`src/design/synth_ctrl_consts.vh`:
```
// register offsets, field positions, reset values for synth control
`ifndef SYNTH_CTRL_CONSTS_VH
`define SYNTH_CTRL_CONSTS_VH
`define OVR_ADDR 8'h58
`define TRIM_ADDR 8'h59
`define RESET_ADDR 8'h5C
`define OVR_RESET 8'h00
`define TRIM_RESET 7'h00
`define RESET_RESET 1'h0
`define OVR_EN_BIT 7
`define DIVC_HI 3
`define DIVC_LO 2
`define SE_BIT 1
`define EN_BIT 0
`define RST_BIT 0
`define DIVC_OFF 2'h0
`define DIVC_BY1 2'h1
`define DIVC_BY2 2'h2
`define DIVC_BY4 2'h3
`endif

```
`src/design/ref_out_divider.v`:
```
// divider producing the second reference clock output
`timescale 1ns/1ps
`include "synth_ctrl_consts.vh"
module ref_out_divider (
  input wire core_clk,
  input wire sys_rst,
  input wire ref_tick,
  input wire [1:0] mode,
  output reg ref_clock_out_c
);
  reg count;
  // tick parity; divide-by-1 follows the tick itself
  always @(posedge core_clk) begin
    if (sys_rst) begin
      count <= 1'b0;
      ref_clock_out_c <= 1'b0;
    end else begin
      if (ref_tick) begin
        count <= ~count;
      end
      case (mode)
        `DIVC_OFF: ref_clock_out_c <= 1'b0;
        `DIVC_BY1: ref_clock_out_c <= ref_tick;
        `DIVC_BY2: begin
          if (ref_tick) begin
            ref_clock_out_c <= ~ref_clock_out_c;
          end
        end
        `DIVC_BY4: begin
          if (ref_tick && count) begin
            ref_clock_out_c <= ~ref_clock_out_c;
          end
        end
        default: ref_clock_out_c <= 1'b0;
      endcase
    end
  end
endmodule // ref_out_divider

```
`src/design/synth_override_trim_ctrl.v`:
```
// synthesizer strap override, oscillator trim and cal reset registers
//
// How it works
// - override bit picks straps or register fields
// - override drives output C from bits 3:2
// - divider codes: off, /1, /2, /4
// - without override, config straps set output C
// - override bit 1 selects single-ended reference
// - override bit 0 enables the synthesizer
// - seven-bit trim, reset zero, calibration writes it
// - trim readable after calibration, software may restore
// - reset falling starts calibration when enabled
// - done reads one, or immediately if skipped
`timescale 1ns/1ps
`include "synth_ctrl_consts.vh"
module synth_override_trim_ctrl (
  input wire core_clk,
  input wire sys_rst,
  input wire cfg_wr,
  input wire cfg_rd,
  input wire [7:0] cfg_addr,
  input wire [7:0] cfg_wdata,
  output reg [7:0] cfg_rdata,
  input wire synth_enable_strap,
  input wire single_ended_ref_strap,
  input wire clock_config_strap_0,
  input wire clock_config_strap_1,
  input wire cal_enable,
  input wire cal_busy,
  input wire cal_trim_we,
  input wire [6:0] cal_trim_value,
  input wire ref_tick,
  output reg synth_enable,
  output reg single_ended_ref_select,
  output reg synth_cal_reset_bit,
  output reg cal_start,
  output reg cal_done,
  output wire ref_clock_out_c
);
  reg [7:0] synth_override_control;
  reg [6:0] oscillator_freq_trim;
  reg [1:0] strap_meta;
  reg [1:0] strap_sync;
  reg [1:0] cfg_meta;
  reg [1:0] cfg_sync;
  reg cal_running;
  reg [1:0] next_divc;
  wire synth_pin_override_enable;
  wire [1:0] ref_out_c_divider_select;
  wire single_ended_ref_select_value;
  wire synth_enable_value;
  wire wr_ovr;
  wire wr_trim;
  wire wr_reset;
  wire reset_set;
  wire reset_clear;
  wire cal_finish;

  // one address compare, shared by every write decode
  function addr_hit;
    input [7:0] addr;
    input [7:0] target;
    begin
      addr_hit = (addr == target);
    end
  endfunction

  // override fields, named as the synth sees them
  assign synth_pin_override_enable = synth_override_control[`OVR_EN_BIT];
  assign ref_out_c_divider_select =
    synth_override_control[`DIVC_HI:`DIVC_LO];
  assign single_ended_ref_select_value = synth_override_control[`SE_BIT];
  assign synth_enable_value = synth_override_control[`EN_BIT];

  // one write strobe per register
  assign wr_ovr = cfg_wr && addr_hit(cfg_addr, `OVR_ADDR);
  assign wr_trim = cfg_wr && addr_hit(cfg_addr, `TRIM_ADDR);
  assign wr_reset = cfg_wr && addr_hit(cfg_addr, `RESET_ADDR);
  // launch needs a real 1 to 0 step; a repeated 0 write stays idle
  assign reset_set = wr_reset && cfg_wdata[`RST_BIT];
  assign reset_clear = wr_reset && !cfg_wdata[`RST_BIT] &&
    synth_cal_reset_bit;
  // engine must raise busy by the cycle after the launch pulse
  assign cal_finish = cal_running && !cal_busy &&
    !cal_start;

  // enable and single-ended straps are pins: two flops before use
  always @(posedge core_clk) begin
    if (sys_rst) begin
      strap_meta <= 2'h0;
      strap_sync <= 2'h0;
    end else begin
      strap_meta <= {synth_enable_strap, single_ended_ref_strap};
      strap_sync <= strap_meta;
    end
  end

  // bits may land a cycle apart; straps are static, so this is benign
  always @(posedge core_clk) begin
    if (sys_rst) begin
      cfg_meta <= 2'h0;
      cfg_sync <= 2'h0;
    end else begin
      cfg_meta <= {clock_config_strap_1, clock_config_strap_0};
      cfg_sync <= cfg_meta;
    end
  end

  // override register keeps all eight bits as written
  always @(posedge core_clk) begin
    if (sys_rst) begin
      synth_override_control <= `OVR_RESET;
    end else if (wr_ovr) begin
      synth_override_control <= cfg_wdata;
    end
  end

  // synth reset bit brackets reprogramming by software
  always @(posedge core_clk) begin
    if (sys_rst) begin
      synth_cal_reset_bit <= `RESET_RESET;
    end else if (wr_reset) begin
      synth_cal_reset_bit <= cfg_wdata[`RST_BIT];
    end
  end

  // trim word; engine write wins a clash, software mid-cal is misuse
  always @(posedge core_clk) begin
    if (sys_rst) begin
      oscillator_freq_trim <= `TRIM_RESET;
    end else if (cal_trim_we) begin
      oscillator_freq_trim <= cal_trim_value;
    end else if (wr_trim) begin
      oscillator_freq_trim <= cfg_wdata[6:0];
    end
  end

  // launch pulse, one cycle, only when calibration is enabled
  always @(posedge core_clk) begin
    if (sys_rst) begin
      cal_start <= 1'b0;
    end else begin
      cal_start <= reset_clear && cal_enable;
    end
  end

  // running flag; a reset write aborts a calibration in flight
  always @(posedge core_clk) begin
    if (sys_rst) begin
      cal_running <= 1'b0;
    end else if (reset_set) begin
      cal_running <= 1'b0;
    end else if (reset_clear) begin
      cal_running <= cal_enable;
    end else if (cal_finish) begin
      cal_running <= 1'b0;
    end
  end

  // done flag; the abort beats completion, as the run is cancelled
  always @(posedge core_clk) begin
    if (sys_rst) begin
      cal_done <= 1'b0;
    end else if (reset_set) begin
      cal_done <= 1'b0;
    end else if (reset_clear) begin
      cal_done <= !cal_enable;
    end else if (cal_finish) begin
      cal_done <= 1'b1;
    end
  end

  // source selection; fields reach the synth only under override
  always @* begin
    if (synth_pin_override_enable) begin
      next_divc = ref_out_c_divider_select;
    end else begin
      next_divc = cfg_sync;
    end
  end

  // enable output: override value or synced strap
  always @(posedge core_clk) begin
    if (sys_rst) begin
      synth_enable <= 1'b0;
    end else if (synth_pin_override_enable) begin
      synth_enable <= synth_enable_value;
    end else begin
      synth_enable <= strap_sync[1];
    end
  end

  // single-ended select: override value or synced strap
  always @(posedge core_clk) begin
    if (sys_rst) begin
      single_ended_ref_select <= 1'b0;
    end else if (synth_pin_override_enable) begin
      single_ended_ref_select <= single_ended_ref_select_value;
    end else begin
      single_ended_ref_select <= strap_sync[0];
    end
  end

  // read data registered; unmapped addresses read zero
  always @(posedge core_clk) begin
    if (sys_rst) begin
      cfg_rdata <= 8'h00;
    end else if (cfg_rd) begin
      case (cfg_addr)
        `OVR_ADDR: cfg_rdata <= synth_override_control;
        `TRIM_ADDR: cfg_rdata <= {1'b0, oscillator_freq_trim};
        `RESET_ADDR: cfg_rdata <= {7'h00, synth_cal_reset_bit};
        default: cfg_rdata <= 8'h00;
      endcase
    end
  end

  ref_out_divider u_div (
    .core_clk(core_clk),
    .sys_rst(sys_rst),
    .ref_tick(ref_tick),
    .mode(next_divc),
    .ref_clock_out_c(ref_clock_out_c)
  );
endmodule // synth_override_trim_ctrl

```
`config.mk`:
```
export PLATFORM = sky130hd
export DESIGN_NAME = synth_override_trim_ctrl
export DESIGN_NICKNAME = d
export VERILOG_FILES = /design/src/design/ref_out_divider.v /design/src/design/synth_override_trim_ctrl.v
export VERILOG_INCLUDE_DIRS = /design/src /design/src/design
export SDC_FILE = /design/constraint.sdc
export NUM_CORES = 1
export LEC_CHECK = 0
export BUFFER_PORTS_ARGS = -buffer_cell sky130_fd_sc_hd__buf_2
export CAP_MARGIN = 10
export CELL_PAD_IN_SITES_DETAIL_PLACEMENT = 1
export CELL_PAD_IN_SITES_GLOBAL_PLACEMENT = 1
export CORE_ASPECT_RATIO = 1.75
export CORE_MARGIN = 4
export CORE_UTILIZATION = 38
export CTS_CLUSTER_DIAMETER = 80
export DETAILED_ROUTE_END_ITERATION = 8
export GPL_TIMING_DRIVEN = 1
export PLACE_DENSITY_LB_ADDON = 0.1
export SETUP_SLACK_MARGIN = 0.1
export SLEW_MARGIN = 0
export SYNTH_ARGS = -nofsm -noshare
export SYNTH_HDL_FRONTEND = slang
export SYNTH_SLANG_ARGS = --single-unit
export TNS_END_PERCENT = 10
```
`constraint.sdc`:
```
create_clock -name core_clk -period 1.36 [get_ports core_clk]
set_clock_uncertainty 0.1 [all_clocks]
set_input_delay 0.068 -clock core_clk [delete_from_list [all_inputs] [get_ports core_clk]]
set_output_delay 0.068 -clock core_clk [all_outputs]
set_load 0.1 [all_outputs]
```
After elaboration in Yosys (flattened, before gate mapping)
Cells that the tools add are included.
Widths: inputs -> output; s select.

operators by class
  multipliers = 0
  add/subtract/negate cells = 0
  shifts and indexed selects = 0
  mux-type cells = 13
  divide/modulo/power cells = 0
  bitwise operators = 2
  equality and inequality tests = 8
  reduce and logical (&&, ||, !) cells = 19
  magnitude comparators = 0

operators by type and width
  cell                number
  $eq 8x7->1 const B  3
  $pmux 8 s3          1
  $mux 7              2
  $logic_and 1x1->1   10
  $mux 1              8
  $eq 2x2->1 const B  2
  $logic_not 1->1     4
  $pmux 1 s4          1
  $reduce_bool 2->1   2
  $eq 2x1->1 const B  1
  $logic_not 2->1     1
  $mux 2              1
  $ne 2x1->1 const B  1
  $ne 2x2->1 const B  1
  $not 1->1           2
  $reduce_and 2->1    1
  $reduce_or 2->1     1

storage, ports and cells
  ROM bits = 0
  bits in registers = 39
  logic and storage cells = 57
  RAM bits = 0
  output and inout port bits = 14
  memories kept = 0
  input port bits = 35
  bits in latches = 0

Logic depth before layout (Yosys ltp)
Gate-level depths: netlist of the first run.

  depth in word-level cells = 5
  depth in mapped cells = 5
  gate-level depth less buffers = 4

Hierarchy
From an unflattened synthesis of the first run, not the netlist that was laid out.

unflattened totals
  cells, all modules = 178
  area, all modules = 1769.2 sq um

modules (own cells, without submodules)
  module                    sequential area each (sq um)  times used  cells an instance  area each (sq um)
  synth_override_trim_ctrl  740.7                         1           166                1655.3
  ref_out_divider           40.0                          1           12                 113.9

Least setup slack after synthesis of the first run
No wires, ideal clock.

  path kind = reg-to-reg
  start point = register synth_cal_reset_bit
  end point = register cfg_rdata[0]
  data arrival time = 1.528 ns
  cell stages (with the launch flop) = 5
  required time = 1.190 ns
  slack = -0.338 ns
  library setup time = 0.070 ns
  clock period less this slack = 1.698 ns
  path buffers = 0
  cell sequence = dfxtp_1 > mux2i_1 > o22ai_1 > nand3_1 > a21oi_1

between the ends
  longest elaborated chain between the ends = 1

ends and longest elaborated chain
  what                    line                            text
  from (decl)             synth_override_trim_ctrl.v:35   output reg synth_cal_reset_bit,
  from (signal assigned)  synth_override_trim_ctrl.v:121  synth_cal_reset_bit <= `RESET_RESET;
  from (signal assigned)  synth_override_trim_ctrl.v:123  synth_cal_reset_bit <= cfg_wdata[`RST_BIT];
  $pmux 8 s3              synth_override_trim_ctrl.v:209  case (cfg_addr)
  to (signal assigned)    synth_override_trim_ctrl.v:210  `OVR_ADDR: cfg_rdata <= synth_override_control;
  to (signal assigned)    synth_override_trim_ctrl.v:211  `TRIM_ADDR: cfg_rdata <= {1'b0, oscillator_freq_trim};
  to (signal assigned)    synth_override_trim_ctrl.v:212  `RESET_ADDR: cfg_rdata <= {7'h00, synth_cal_reset_bit};
  to (decl)               synth_override_trim_ctrl.v:23   output reg [7:0] cfg_rdata,

No other way between the ends.
A chain may end at the register's enable or synchronous reset.

Final worst setup path of the first run
  start point = register u_div.ref_clock_out_c
  end point = output ref_clock_out_c

RTL lines
  what                    line                           text
  from (decl)             ref_out_divider.v:9            output reg ref_clock_out_c
  from (signal assigned)  ref_out_divider.v:23           `DIVC_BY1: ref_clock_out_c <= ref_tick;
  from (signal assigned)  ref_out_divider.v:26           ref_clock_out_c <= ~ref_clock_out_c;
  from (signal assigned)  ref_out_divider.v:31           ref_clock_out_c <= ~ref_clock_out_c;
  to (decl)               synth_override_trim_ctrl.v:38  output wire ref_clock_out_c

No word-level cell between the ends.

==> results of run 1 <==
-- area by class of cell --
class / instances / area [µm²]
fillers: 495 / 1817
multi-input cells: 120 / 863.3
flip-flops and latches: 39 / 788.3
repair buffers: 76 / 535.5
clock buffers: 6 / 72.57
well taps: 49 / 61.31
clock inverters: 2 / 60.06
inverters: 8 / 30.03
-- layer usage --
metal | track usage [%] | wire, µm | up-vias
met4 | 6.963 | 77 | 0
met2 | 31.62 | 2475 | 30
met3 | 4.122 | 180 | 6
met1 | 18.05 | 1684 | 723
li1 | - | - | 761
met5 | 0 | 0 | -
-- power by group through the flow --
stage               Clock, mW  Combinational (mW)  Sequential, mW
floorplan                   0               0.111            1.23
global placement            0               0.221            1.21
detailed placement          0               0.230            1.21
CTS                      1.18               0.279            1.19
global route             1.22               0.306            1.19
finish                   1.14               0.280            1.18
-- cell usage after synthesis, drive strengths merged --
cell / count
clkbuf: 3
nor2: 17
nand2: 11
xnor2: 1
a31oi: 3
nor2b: 8
nand4b: 2
and3: 1
mux2: 6
nand4bb: 1
o41ai: 1
o22ai: 1
inv: 8
o32ai: 1
nand3: 9
or3: 1
nand2b: 10
nor4b: 1
a221oi: 7
a21oi: 15
nor3b: 3
and2: 1
dfxtp: 39
o21ai: 2
and4bb: 1
nor3: 2
nand3b: 2
mux2i: 13
buf: 6
-- worst min-delay path by stage --
stage | startpoint | endpoint | slack (ns) | cells past startpoint
CTS | cfg_rd | cfg_rdata[2] | 0.03 | 3
finish | cal_busy | cal_running | 0.04 | 3
detailed placement | clock_config_strap_0 | cfg_meta[0] | 0.18 | 2
global route | cal_busy | cal_running | 0.08 | 3
global placement | clock_config_strap_0 | cfg_meta[0] | 0.18 | 2
floorplan | cal_enable | cal_done | 0.07 | 1
-- cells by family after synthesis --
logic type | share of synthesized area (%)
AO/OA/AOI/OAI | 11.86
buffers and inverters | 4.197
AND/OR/NAND/NOR | 25.85
multiplexers | 11.63
XOR/XNOR | 0.5156
flip-flops | 45.95
-- through the flow --
| stage | hold slack [ns] | TNS, ns | power (mW) | std cells | instance area [µm²] |
|---|---|---|---|---|---|
| floorplan | 0.06527 | -0.04754 | 1.340 | 176 | 1703 |
| global placement | 0.1757 | 0 | 1.432 | 270 | 2033 |
| detailed placement | 0.1841 | -0.01824 | 1.443 | 270 | 2033 |
| CTS | 0.03370 | 0 | 2.644 | 300 | 2394 |
| global route | 0.08117 | 0 | 2.712 | 300 | 2411 |
| finish | 0.03820 | 0 | 2.606 | 300 | 2411 |
-- flip-flops by register name (all words and copies together) (netlist names) --
name,flops
cfg_rdata,8
synth_override_control,8
oscillator_freq_trim,7
cfg_meta,2
cfg_sync,2
strap_meta,2
strap_sync,2
cal_done,1
cal_running,1
cal_start,1
single_ended_ref_select,1
synth_cal_reset_bit,1
synth_enable,1
u_div.count,1
u_div.ref_clock_out_c,1
-- timing repair --
| action | in CTS | in global routing |
|---|---|---|
| gates resized for setup | 3 | 6 |
| pin swaps | 0 | 0 |
| hold buffers | 22 | 0 |
| endpoints found under the setup margin | 2 | 6 |
| hold endpoints to repair | 25 | 0 |
==> results.sh, run 1 <==
export IMPL_grt_pass1_vias=1583
export IMPL_cts_htree_levels=2
export IMPL_layout_commonest_cell="buf_2"
export IMPL_syn_nets=211
export IMPL_start_util_pct=40.19
export IMPL_ys_types=36
export IMPL_drive_gt1_share_pct=33.47
export IMPL_area_growth_pct=41.90
export IMPL_hpwl_mm=3.183
export IMPL_startpoint_type="flop"
export IMPL_power_leakage_nw=1.059
export IMPL_grt_ovfl_total=0
export IMPL_r2r_slack_ns=0.17
export IMPL_cp_startpoint="u_div.ref_clock_out_c"
export IMPL_arrival_ns=1.06
export IMPL_track_usage_pct=17.11
export IMPL_crit_chain="buf_2"
export IMPL_core_area_um2=4228
export IMPL_synth_area_per_cell_um2=9.654
export IMPL_worstSetupPathDepth=1
export IMPL_finalCritPeriodShare_pct=90.32
export IMPL_drt_pre_antenna_iters=3
export IMPL_reg2reg_depth=4
export IMPL_die_area_um2=5647
export IMPL_setup_ws_ns=0.1317
export IMPL_die_w_um=58.55
export IMPL_via_count=1520
export IMPL_critPathMaxFanout=3
export IMPL_post_cts_setup_buffer_count=0
export IMPL_ir_drop_uv=904.3
export IMPL_power_switching_uw=555.0
export IMPL_maxSlewViolCount=0
export IMPL_setup_viol=0
export IMPL_n_antenna_cell=0
export IMPL_yosysWarnings=0
export IMPL_endpoint_kind="output pin"
export IMPL_cts_root_buf="clkbuf_8"
export IMPL_yosysTopAreaCell="dfxtp_1"
export IMPL_rows=31
export IMPL_outcome="finished clean"
export IMPL_crit_end="ref_clock_out_c"
export IMPL_drtIter0Drc=29
export IMPL_syn_area_um2=1699
export IMPL_crit_buf_inv=1
export IMPL_drtAntennaViolNets=0
export IMPL_ys_seq_area_share_pct=45.95
export IMPL_via_per_inst=5.067
export IMPL_io_pins=49
export IMPL_r2r_end="u_div.ref_clock_out_c"
export IMPL_grt_pass1_wl_mm=7.300
export IMPL_clockBufferDepth=2
export IMPL_cpPeakStageDelay_ns=0.42
export IMPL_antenna_found_initial=0
export IMPL_swShare_pct=21.30
export IMPL_dp_slack_ns=-0.01824
export IMPL_fin_util_pct=57.03
export IMPL_fin_nets=285
export IMPL_path_clk_slew_ns=0.07
export IMPL_cts_tree="yes"
export IMPL_tightest_slew_ns=0.4909
export IMPL_max_freq_mhz=814.1
export IMPL_crit_family="buffers and inverters"
export IMPL_grt_setup_unrepaired="yes"
export IMPL_internal_power_mw=2.051
export IMPL_clock_sink_count=39
export IMPL_share_seq_of_total_power_pct=45.5
export IMPL_required_ns=1.19
export IMPL_die_h_um=96.46
export IMPL_critical_path_class="reg -> out"
export IMPL_routed_wl_mm=4.417
export IMPL_hold_path_class="in -> reg"
export IMPL_drc=0
export IMPL_ys_seq_elements=39
export IMPL_period_minus_slack_ns=1.228
export IMPL_wl_per_cell_um=14.72
export IMPL_slowest_stage="buf_2"
export IMPL_slew_limit_headroom_pct=67.50
export IMPL_synthCells=176
export IMPL_port_buffers=48
export IMPL_power_frac_clock_pct=43.8
export IMPL_clock_latency_ns=0.29
export IMPL_finalHoldViolCount=0
export IMPL_gp_congestion=0.6867
export IMPL_numCtsBuffers=5
export IMPL_synth_top_area_share_pct=45.95
export IMPL_synth_area_leaders="dfxtp_1, mux2i_1, a21oi_1"
export IMPL_grt_max_degree=36
export IMPL_cap_violations=0
export IMPL_combPwrFrac_pct=10.7
export IMPL_crit_reg2reg_launch="synth_override_control[7]"
export IMPL_powerDensity_nw_per_um2=1081
export IMPL_final_cell_mix="buf_2, dfxtp_1, dlygate4sd3_1"
Power figures use the tool's default switching activity.
==> run 2: changes to the inputs <==
CORE_ASPECT_RATIO = 1.1   (was 1.75)
==> run 2 against run 1 <==
Sequential power barely moved. Power fell by 8.3%. Core utilization is 2.0 points lower. Sequential share of layout area increased by 0.46 points. Flip-flop and latch count unchanged. Setup slack lost 0.014 ns. Clock power is 19% lower.
==> results.sh, run 2 (synthesis gave the netlist of run 1 again) <==
export IMPL_grt_setup_unrepaired="yes"
export IMPL_r2r_slack_ns=0.13
export IMPL_finalHoldViolCount=0
export IMPL_required_ns=1.45
export IMPL_fin_nets=285
export IMPL_outcome="finished clean"
export IMPL_drt_pre_antenna_iters=6
export IMPL_finalCritPeriodShare_pct=91.39
export IMPL_track_usage_pct=18.01
export IMPL_port_buffers=48
export IMPL_power_leakage_nw=1.043
export IMPL_clock_latency_ns=0.29
export IMPL_hpwl_mm=3.330
export IMPL_startpoint_type="input port"
export IMPL_grt_pass1_vias=1695
export IMPL_numCtsBuffers=5
export IMPL_endpoint_kind="flop"
export IMPL_period_minus_slack_ns=1.243
export IMPL_cts_tree="yes"
export IMPL_rows=25
export IMPL_clock_sink_count=39
export IMPL_maxSlewViolCount=0
export IMPL_arrival_ns=1.33
export IMPL_hold_path_class="in -> reg"
export IMPL_grt_max_degree=22
export IMPL_die_area_um2=5606
export IMPL_die_w_um=71.76
export IMPL_max_freq_mhz=804.6
export IMPL_cap_violations=0
export IMPL_setup_viol=0
export IMPL_fillers=505
export IMPL_drtAntennaViolNets=0
export IMPL_critPathMaxFanout=5
export IMPL_wl_per_cell_um=15.18
export IMPL_area_growth_pct=39.91
export IMPL_gp_congestion=0.6997
export IMPL_final_cell_mix="buf_2, dfxtp_1, dlygate4sd3_1"
export IMPL_dp_cells=276
export IMPL_n_antenna_cell=0
export IMPL_tightest_slew_ns=0.4900
export IMPL_drtIter0Drc=55
export IMPL_post_cts_setup_buffer_count=0
export IMPL_powerDensity_nw_per_um2=1005
export IMPL_fin_cells=304
export IMPL_via_per_inst=5.039
export IMPL_routed_wl_mm=4.614
export IMPL_cts_htree_levels=2
export IMPL_ir_drop_uv=579.7
export IMPL_clockBufferDepth=2
export IMPL_start_util_pct=39.36
export IMPL_cts_root_buf="clkbuf_8"
export IMPL_grt_pass1_wl_mm=7.955
export IMPL_drc=0
export IMPL_grt_ovfl_total=0
export IMPL_die_h_um=78.13
export IMPL_via_count=1532
export IMPL_io_pins=49
export IMPL_largestRegisters="cfg_rdata: 8 flops, synth_override_control: 8 flops, oscillator_freq_trim: 7 flops"
export IMPL_layout_commonest_cell="buf_2"
export IMPL_antenna_found_initial=0
export IMPL_path_clk_slew_ns=0.07
export IMPL_drive_gt1_share_pct=34.00
export IMPL_fin_util_pct=55.07
export IMPL_core_area_um2=4317
export IMPL_critical_path_class="in -> reg"
export IMPL_slew_limit_headroom_pct=67.55
==> run 2: changes by cell type in the layout (fill, tap and decap cells not counted), sizes merged <==
cell / delta
bufinv: -1
dlygate4sd3: -1
buf: +1
==> run 2: final cells by class <==
class / instances / area (µm²) / area share [%]
well taps: 54 / 67.56 / 2.842
inverters: 8 / 30.03 / 1.263
clock buffers: 6 / 72.57 / 3.053
flip-flops and latches: 39 / 788.3 / 33.16
repair buffers: 76 / 518.0 / 21.79
multi-input cells: 120 / 870.8 / 36.63
clock inverters: 1 / 30.03 / 1.263
==> run 2: worst paths after layout <==
kind,start,end,cells past startpoint
worst max-delay path,cfg_wdata[0],cal_done,6
worst min-delay path,cal_busy,cal_running,3
worst max register to register,synth_override_control[7],u_div.ref_clock_out_c,4
worst min register to register,strap_meta[0],strap_sync[0],1
==> run 2: timing repair <==
action / in CTS / in global routing
setup endpoints to repair: 2 / 9
gates resized for setup: 3 / 4
hold buffers: 21 / 0
pin swaps: 0 / 1
endpoints found under the hold margin: 24 / 0
==> run 2: through the flow <==
stage               setup slack (ns)  setup TNS (ns)  total power [mW]  cell area, µm²  hold slack, ns
floorplan                   -0.04754        -0.04754             1.340            1703         0.06527
global placement             0.06190               0             1.429            2034          0.1796
detailed placement          -0.01935        -0.03564             1.443            2034          0.1844
CTS                          0.08128               0             2.417            2355         0.03458
global route                 0.05808               0             2.518            2377         0.05371
finish                        0.1172               0             2.390            2377         0.04905
==> run 2: worst max-delay path, cell delays in order <==
cell and delay, ns:
dlygate4sd3_1 0.53, buf_2 0.15, nand2b_1 0.17, nor2_1 0.15, nand2_1 0.09, o32ai_2 0.16
==> run 2: per-layer routing <==
layer,up-vias,GRT usage [%],part of all wire (%)
li1,763,-,-
met1,713,20.79,41
met2,43,31.53,52
met3,13,4.097,5.1
met4,0,7.519,2.6
met5,-,0,0
==> run 2: where the power goes <==
group	leakage [nW]	internal [mW]	switching, mW
Clock	0.0513	0.538	0.385
Sequential	0.320	1.17	0.0148
Combinational	0.671	0.143	0.138
Total	1.04	1.85	0.538
